<file path="config.mk">
export PLATFORM = sky130hd
export DESIGN_NAME = ppm_pin_mux
export DESIGN_NICKNAME = d
export VERILOG_FILES = /design/src/rtl/ppm_pkg.sv /design/src/rtl/ppm_sync.sv /design/src/rtl/ppm_pin_mux.sv
export SDC_FILE = /design/constraint.sdc
export NUM_CORES = 1
export LEC_CHECK = 0
export BUFFER_PORTS_ARGS = -buffer_cell sky130_fd_sc_hd__buf_2
export CELL_PAD_IN_SITES_DETAIL_PLACEMENT = 1
export CELL_PAD_IN_SITES_GLOBAL_PLACEMENT = 1
export CORE_MARGIN = 1
export CORE_UTILIZATION = 40
export DETAILED_ROUTE_END_ITERATION = 10
export HOLD_SLACK_MARGIN = 0.12
export PLACE_DENSITY_LB_ADDON = 0.15
export SYNTH_ARGS = -nofsm -noshare
export SYNTH_HDL_FRONTEND = slang
export SYNTH_SLANG_ARGS = --single-unit
export TNS_END_PERCENT = 30
</file>
<file path="constraint.sdc">
create_clock -name clk_sys -period 1.95 [get_ports clk_sys]
set_input_delay 0.195 -clock clk_sys [delete_from_list [all_inputs] [get_ports clk_sys]]
set_output_delay 0.195 -clock clk_sys [all_outputs]
set_load 0.03 [all_outputs]
</file>
<file path="src/rtl/ppm_pkg.sv">
// Package: constants for the parallel port pin multiplexer
package ppm_pkg;
  localparam int ADDR_W = 19;
  localparam int HOST_ADDR_W = 18;
  localparam int DATA_W = 16;
  localparam int SYNC_STAGES = 2;
  localparam logic RST_HOLDER_EN = 1'b0;
  localparam logic RST_MODE_EXT = 1'b0;
  localparam logic [18:0] RST_ADDR = 19'h00000;
  localparam logic [15:0] RST_DATA = 16'h0000;
  localparam int ADDR_TOP_BIT = 18;
endpackage : ppm_pkg

</file>
<file path="src/rtl/ppm_sync.sv">
// Two-flop synchroniser for a vector of pin inputs
`timescale 1ns/100ps
module ppm_sync #(
  parameter int WIDTH = 1
) (
  input wire logic clk_sys,
  input wire logic reset,
  input wire logic [WIDTH-1:0] async_in,
  output logic [WIDTH-1:0] sync_out
);
  typedef struct packed {
    logic [WIDTH-1:0] stage1;
    logic [WIDTH-1:0] stage2;
  } ppm_sync_state_t;

  ppm_sync_state_t state_reg;
  ppm_sync_state_t state_next;

  // First stage feeds only the second stage
  always_comb begin
    state_next = state_reg;
    state_next.stage1 = async_in;
    state_next.stage2 = state_reg.stage1;
  end

  // Register the state
  always_ff @(posedge clk_sys) begin
    if (reset) begin
      state_reg <= '0;
    end else begin
      state_reg <= state_next;
    end
  end

  assign sync_out = state_reg.stage2;
endmodule : ppm_sync

</file>
<file path="src/rtl/ppm_pin_mux.sv">
// Parallel port pin multiplexer: memory mode, host mode, holders, off
//------------------------------------------------------------------------
// Summary of operation
// Memory mode (select high): drive all nineteen address lines.
// Top address line is the secondary output on the subsystem select pin.
// Host mode: host drives lower eighteen address lines; device takes them.
// Outputs-off low floats address and data lines.
// Memory mode: data driven on writes, sampled on reads.
// Host mode: data lines are the sixteen-bit host data bus.
// Memory mode, holders enabled and undriven: data pins keep last driven level.
// Holders disabled after reset; software sets or clears enable bit.
// Holder enable bit lives in first subsystem's bank switch control.
// Mode select is static; host mode never drives address lines.
// Host mode drives data only during a host read.
//------------------------------------------------------------------------
`timescale 1ns/100ps
module ppm_pin_mux
  import ppm_pkg::*;
#(
  parameter int AW = ADDR_W,
  parameter int HAW = HOST_ADDR_W,
  parameter int DW = DATA_W
) (
  input wire logic clk_sys,
  input wire logic reset,
  input wire logic port_mode_select,
  input wire logic outputs_off_n,
  input wire logic [AW-1:0] mem_addr,
  input wire logic mem_write,
  input wire logic [DW-1:0] mem_wdata,
  output logic [DW-1:0] mem_rdata,
  input wire logic holder_wr,
  input wire logic holder_wdata,
  output logic holder_enable_bit,
  input wire logic host_read,
  input wire logic [DW-1:0] host_rdata,
  output logic [HAW-1:0] host_addr,
  output logic [DW-1:0] host_wdata,
  output logic external_memory_mode,
  input wire logic [AW-1:0] parallel_port_address_in,
  output logic [AW-1:0] parallel_port_address_out,
  output logic [AW-1:0] parallel_port_address_oe,
  input wire logic [DW-1:0] parallel_port_data_in,
  output logic [DW-1:0] parallel_port_data_out,
  output logic [DW-1:0] parallel_port_data_oe
);
  //----------------------------------------------------------------------
  // Pin synchronisers
  //----------------------------------------------------------------------
  localparam int SW = 2 + AW + DW;
  logic [SW-1:0] pins_sync;
  logic mode_s;
  logic off_n_s;
  logic [AW-1:0] addr_s;
  logic [DW-1:0] data_s;

  ppm_sync #(.WIDTH(SW)) u_sync (
    .clk_sys(clk_sys),
    .reset(reset),
    .async_in({port_mode_select, outputs_off_n,
               parallel_port_address_in, parallel_port_data_in}),
    .sync_out(pins_sync)
  );

  // Split the synchronised pin vector
  assign {mode_s, off_n_s, addr_s, data_s} = pins_sync;

  //----------------------------------------------------------------------
  // State
  //----------------------------------------------------------------------
  typedef struct packed {
    logic mode_ext;
    logic mode_valid;
    logic [1:0] settle;
    logic holder_en;
    logic [DW-1:0] last_drv;
    logic [AW-1:0] a_out;
    logic [AW-1:0] a_oe;
    logic [DW-1:0] d_out;
    logic [DW-1:0] d_oe;
    logic [DW-1:0] rdata;
    logic [HAW-1:0] h_addr;
    logic [DW-1:0] h_wdata;
  } ppm_state_t;

  ppm_state_t state_reg;
  ppm_state_t state_next;

  // Holder drive: keeps the last driven level while enabled
  function automatic logic [DW-1:0] holder_oe(input logic en);
    holder_oe = en ? {DW{1'b1}} : {DW{1'b0}};
  endfunction : holder_oe

  // Next-state logic
  always_comb begin
    state_next = state_reg;
    // Let the cleared pin synchroniser refill after reset, then capture
    // the mode once and keep it static
    if (!state_reg.mode_valid) begin
      if (state_reg.settle == 2'(SYNC_STAGES)) begin
        state_next.mode_ext = mode_s;
        state_next.mode_valid = 1'b1;
      end else begin
        state_next.settle = state_reg.settle + 2'h1;
      end
    end
    // Holder enable bit write
    if (holder_wr) begin
      state_next.holder_en = holder_wdata;
    end
    state_next.a_oe = '0;
    state_next.d_oe = '0;
    state_next.d_out = state_reg.last_drv;
    if (state_reg.mode_valid && state_reg.mode_ext) begin
      // Memory mode: all address lines driven, top one on select pin
      state_next.a_out = mem_addr;
      state_next.a_oe = {AW{1'b1}};
      if (mem_write) begin
        state_next.d_out = mem_wdata;
        state_next.d_oe = {DW{1'b1}};
        state_next.last_drv = mem_wdata;
      end else begin
        state_next.rdata = data_s;
      end
    end else if (state_reg.mode_valid) begin
      // Host mode: address in, data both ways
      state_next.h_addr = addr_s[HAW-1:0];
      if (host_read) begin
        state_next.d_out = host_rdata;
        state_next.d_oe = {DW{1'b1}};
        state_next.last_drv = host_rdata;
      end else begin
        state_next.h_wdata = data_s;
      end
    end
    // Undriven data lines fall back on the holders in memory mode only;
    // host mode must release the data lines outside host reads
    if (state_next.d_oe == '0 && state_reg.mode_ext) begin
      state_next.d_out = state_reg.last_drv;
      state_next.d_oe = holder_oe(state_next.holder_en);
    end
    // Outputs off overrides both the address and the data output enables
    if (!off_n_s) begin
      state_next.a_oe = '0;
      state_next.d_oe = '0;
    end
  end

  // State register
  always_ff @(posedge clk_sys) begin
    if (reset) begin
      state_reg <= '0;
      state_reg.mode_ext <= RST_MODE_EXT;
      state_reg.holder_en <= RST_HOLDER_EN;
      state_reg.a_out <= RST_ADDR;
      state_reg.d_out <= RST_DATA;
    end else begin
      state_reg <= state_next;
    end
  end

  //----------------------------------------------------------------------
  // Outputs
  //----------------------------------------------------------------------
  assign parallel_port_address_out = state_reg.a_out;
  assign parallel_port_address_oe = state_reg.a_oe;
  assign parallel_port_data_out = state_reg.d_out;
  assign parallel_port_data_oe = state_reg.d_oe;
  assign mem_rdata = state_reg.rdata;
  assign host_addr = state_reg.h_addr;
  assign host_wdata = state_reg.h_wdata;
  assign holder_enable_bit = state_reg.holder_en;
  assign external_memory_mode = state_reg.mode_ext;
endmodule : ppm_pin_mux

</file>
Yosys cells after proc, flatten, opt, wreduce, memory -nomap -nowiden
Cells that the tools add are included.
Word-level totals
  output and inout port bits: 122
  bits of input ports: 94
  bits in registers: 215
Operators by class
  add/sub/neg operators: 1
  reductions and logical operators: 12
  bitwise logic cells: 6
  eq/ne operators: 2
  mux-type cells: 15
Operators with widths (number)
  32-bit 2-to-1 mux: 5
  16-bit 2-to-1 mux: 5
  19-bit 2-to-1 mux: 1
  16-bit zero test: 1
  2-bit AND reduction: 4
  1-bit inverter: 6
  3-bit AND reduction: 2
  2-bit nonzero test: 2
  3-bit 2-to-1 mux: 1
  2-bit by 1-bit adder with 2-bit output (second input constant): 1
  2-bit equality test (second input constant): 1
  1-bit logical AND: 2
  1-bit 2-to-1 mux: 2
  2-bit 2-to-1 mux: 1
  2-bit inequality test (second input constant): 1
  2-bit OR reduction: 1

Depth between registers and ports, before layout
  depth in word-level cells: 6
  mapped depth: 6
  depth with buffers taken out: 5

Modules after synthesis
From an unflattened synthesis, not the netlist that was laid out.
Second synthesis, totals
  cell total of the unflattened synthesis: 720
  area total of the unflattened synthesis: 6900.4 sq um
Modules (own cells, without submodules)
  ppm_pin_mux: sequential area each 2162.1 sq um, instances 1, cells an instance 564, area each 4872.2 sq um
  ppm_sync: sequential area each 1481.4 sq um, instances 1, cells an instance 156, area each 2028.2 sq um

Least setup slack after synthesis
OpenSTA, ideal clock, no wires.
  path kind: flip-flop to flip-flop
  from: register state_reg (netlist bit external_memory_mode)
  to: register state_reg (netlist bit parallel_port_data_out[0])
  cell stages (with the launch flop): 5
  buffers on the path: 1
  setup time: 70 ps
  data arrival time: 1470 ps
  slack: 410 ps
  path through: dfxtp_1 mux2_4 a21oi_4 buf_8 o2bb2ai_1
Between the ends
  word-level cells in the longest chain between the ends: 5
RTL lines
  start, declared: RTL line ppm_pin_mux.sv:86  | ppm_state_t state_reg;
  start signal, assigned: RTL line ppm_pin_mux.sv:158  | state_reg <= state_next;
  1-bit logical AND: RTL line ppm_pin_mux.sv:114  | if (state_reg.mode_valid && state_reg.mode_ext) begin
  32-bit 2-to-1 mux: RTL line ppm_pin_mux.sv:114
  16-bit zero test: RTL line ppm_pin_mux.sv:138  | if (state_next.d_oe == '0 && state_reg.mode_ext) begin
  1-bit logical AND: RTL line ppm_pin_mux.sv:138
  32-bit 2-to-1 mux (*): RTL line ppm_pin_mux.sv:138
Every way passes the cells marked *; elsewhere a longest branch is shown, timed or not.
A chain may end at the register's enable or synchronous reset.

Worst setup path in the final report
  from: register state_reg (netlist bit external_memory_mode)
  to: register state_reg (netlist bit host_wdata[8])
Between the ends
  word-level cells in the longest chain between the ends: 3
RTL lines (RTL line)
  1-bit logical AND: ppm_pin_mux.sv:114
  1-bit inverter (no source line)
  3-bit AND reduction (no source line)
Every way passes these cells.

==> reports/metrics.yaml <==
status: "completed"
p_leak_uw: 0.00371
total_power_uw: 8630
postPlaceCellArea_um2: 7050
end_kind: "register"
clock_skew_ns: 0.00471
die_x_um: 132
worstSetupPathType: "reg -> reg"
yosysUniqueCellTypes: 32
die_height_um: 132
synth_seq_area_share_pct: 53.5
fillCellCount: 1890
synth_cells: 706
gp_congestion: 0.754
synth_top_family_by_area: "simple AND/OR/NAND/NOR gates"
synth.top_cell.area_share_pct: 53.5
synth_compound_area_share_pct: 11.3
fp.dieArea_um2: 17300
synth_area_um2: 6730
layout_common_cells: "213 x buf_2, 180 x dfxtp_1, 141 x nand2_1"
start_util_pct: 40.7
post-route-period-util_pct: 86.8
cts-root-buf: "clkbuf_16"
nets: 971
ys_ff_latch: 180
drive_gt1_share_pct: 29.8
path_clk_slew_ns: 0.07
synth_fa_ha_area_share_pct: 0.186
port_buffers: 214
peakVddDrop_v: 0.000625
finalSetupTns_ns: 0
crit_fanout: 16
grt_max_degree: 74
min_path_type: "in -> reg"
synth-xor-area-share_pct: 0.130
syn_to_final_growth_pct: 27.0
viasPerCell: 4.51
grt_usage_pct: 18.2
startpoint_type: "register"
core_um2: 16500
cap_violations: 0
worstPathArrival_ns: 1.99
clock_latency_ns: 0.42
wire_per_inst_um: 13.9
cts_buffers: 17
grt_pass1_wl_um: 25100
yosysTopAreaCell: "dfxtp_1"
grt_pass1_vias: 5109
final_common_cell: "buf_2"
p_per_area_nw_per_um2: 1010
yosys.area_share.simple_pct: 17.2
slew_headroom_pct: 58.8
drv_slew: 0
reg2reg_depth: 4
fmax_ghz: 0.591
ioPinCount: 216
clockBufferDepth: 2
ff_latch_area_um2: 3600
stdcell_area_um2: 8550
cts_tree: "yes"
final_core_util_pct: 51.7
rows: 47
synth_area_leaders: "dfxtp_1 54%, buf_4 13%, nand2_1 7.9%, nor2b_1 6.9%, a21oi_1 5.3%"
ant_nets: 0
synth_fp_nets: 801
whs_ns: 0.136
drc: 0
synthMuxAreaShare_pct: 0.521
post_cts_buffers: 0
antenna_found_initial: 1
hold_viol: 0
holdPathStages: 3
first_iter_violations: 128
worstMarginPinSlew_ns: 0.619
syn_avg_cell_area_um2: 9.53
grt_overflow: 0
setup-violations-final: 0
multi_input_area_um2: 1970
cp.required_ns: 2.25
synth_warnings: 0
rsz0062_at_grt: "no"
routed_wl_um: 15500
htree_num_levels: 4
num_vias: 5011
period_needed_ns: 1.69
hpwl_um: 9980
drt_pass1_iterations: 4
clock_sinks: 180
## stage by stage
step / cells / setup slack [ns]
after CTS: 1109 / 0.232
after floorplan: 706 / 0.410
after global placement: 992 / 0.292
final: 1110 / 0.258
after global routing: 1110 / 0.0680
after detailed placement: 992 / 0.241
## cells in the mapped netlist
cell type  count
buf_4        121
a21oi_1       71
o21ai_0        1
nor2_1         7
nor2b_1       74
a211oi_1       1
nor3b_4        1
o2bb2ai_1     28
dfxtp_1      180
nand2_1      141
ha_1           1
a21oi_4        1
and3b_1        2
a22oi_1       14
clkbuf_1      17
nor4_1         2
xnor2_1        1
buf_2         16
buf_6          6
nor3b_1        1
nor3b_2        1
nand3_1        1
or3b_1         1
mux2_4         1
and2_1         2
nand3b_1       2
mux2i_1        2
nand2b_1       3
buf_8          2
nor2b_2        1
inv_1          1
a311oi_1       3
## critical path, cell delays in order, from the launching register on
cell     delay [ns]
dfxtp_1        0.43
buf_4          0.22
or3b_1         0.66
nand2_1        0.18
a21oi_1        0.08
## logic make-up (layout without fill, tap and decap cells)
kind of cell / after synthesis / in the layout
compound gates: 119 / 119
xor+xnor: 1 / 1
fa+ha+maj: 1 / 1
buf+inv: 163 / 346
flops: 180 / 180
mux: 3 / 3
other cells: 0 / 1
simple gates: 239 / 239
## area by class of cell
| class | count | area share (%) |
|---|---|---|
| Antenna cell | 1 | 0.0293 |
| Timing Repair Buffer | 313 | 23.9 |
| Sequential cell | 180 | 42.2 |
| Clock inverter | 13 | 2.28 |
| Inverter | 1 | 0.0439 |
| Tap cell | 220 | 3.22 |
| Clock buffer | 19 | 5.30 |
| Multi-Input combinational cell | 363 | 23.1 |
## repair_timing
item,in CTS,in global routing
resized for setup,0,0
hold buffers,85,0
hold endpoints to repair,83,0
## report_power, final
part / switching, uW / internal (uW)
sequential: 82.1 / 3860
combinational: 570 / 428
clock: 1460 / 2240
total: 2110 / 6520
## path summary, 6_finish.rpt
kind	slack, ns	from	to
min reg2reg	0.44	u_sync.sync_out[33]	host_addr[17]
min	0.14	mem_wdata[4]	parallel_port_data_out[4]
max reg2reg	0.26	external_memory_mode	host_wdata[8]
max	0.26	external_memory_mode	host_wdata[8]
## per-layer routing
layer  vias to the layer above  wire [um]  GRT usage, %
met5                         -          0             0
met1                      2325       6680          20.5
met4                         0        230          7.17
met2                       159       7720          32.3
met3                        20        815          5.25
li1                       2507          -             -
Power figures use the tool's default switching activity.
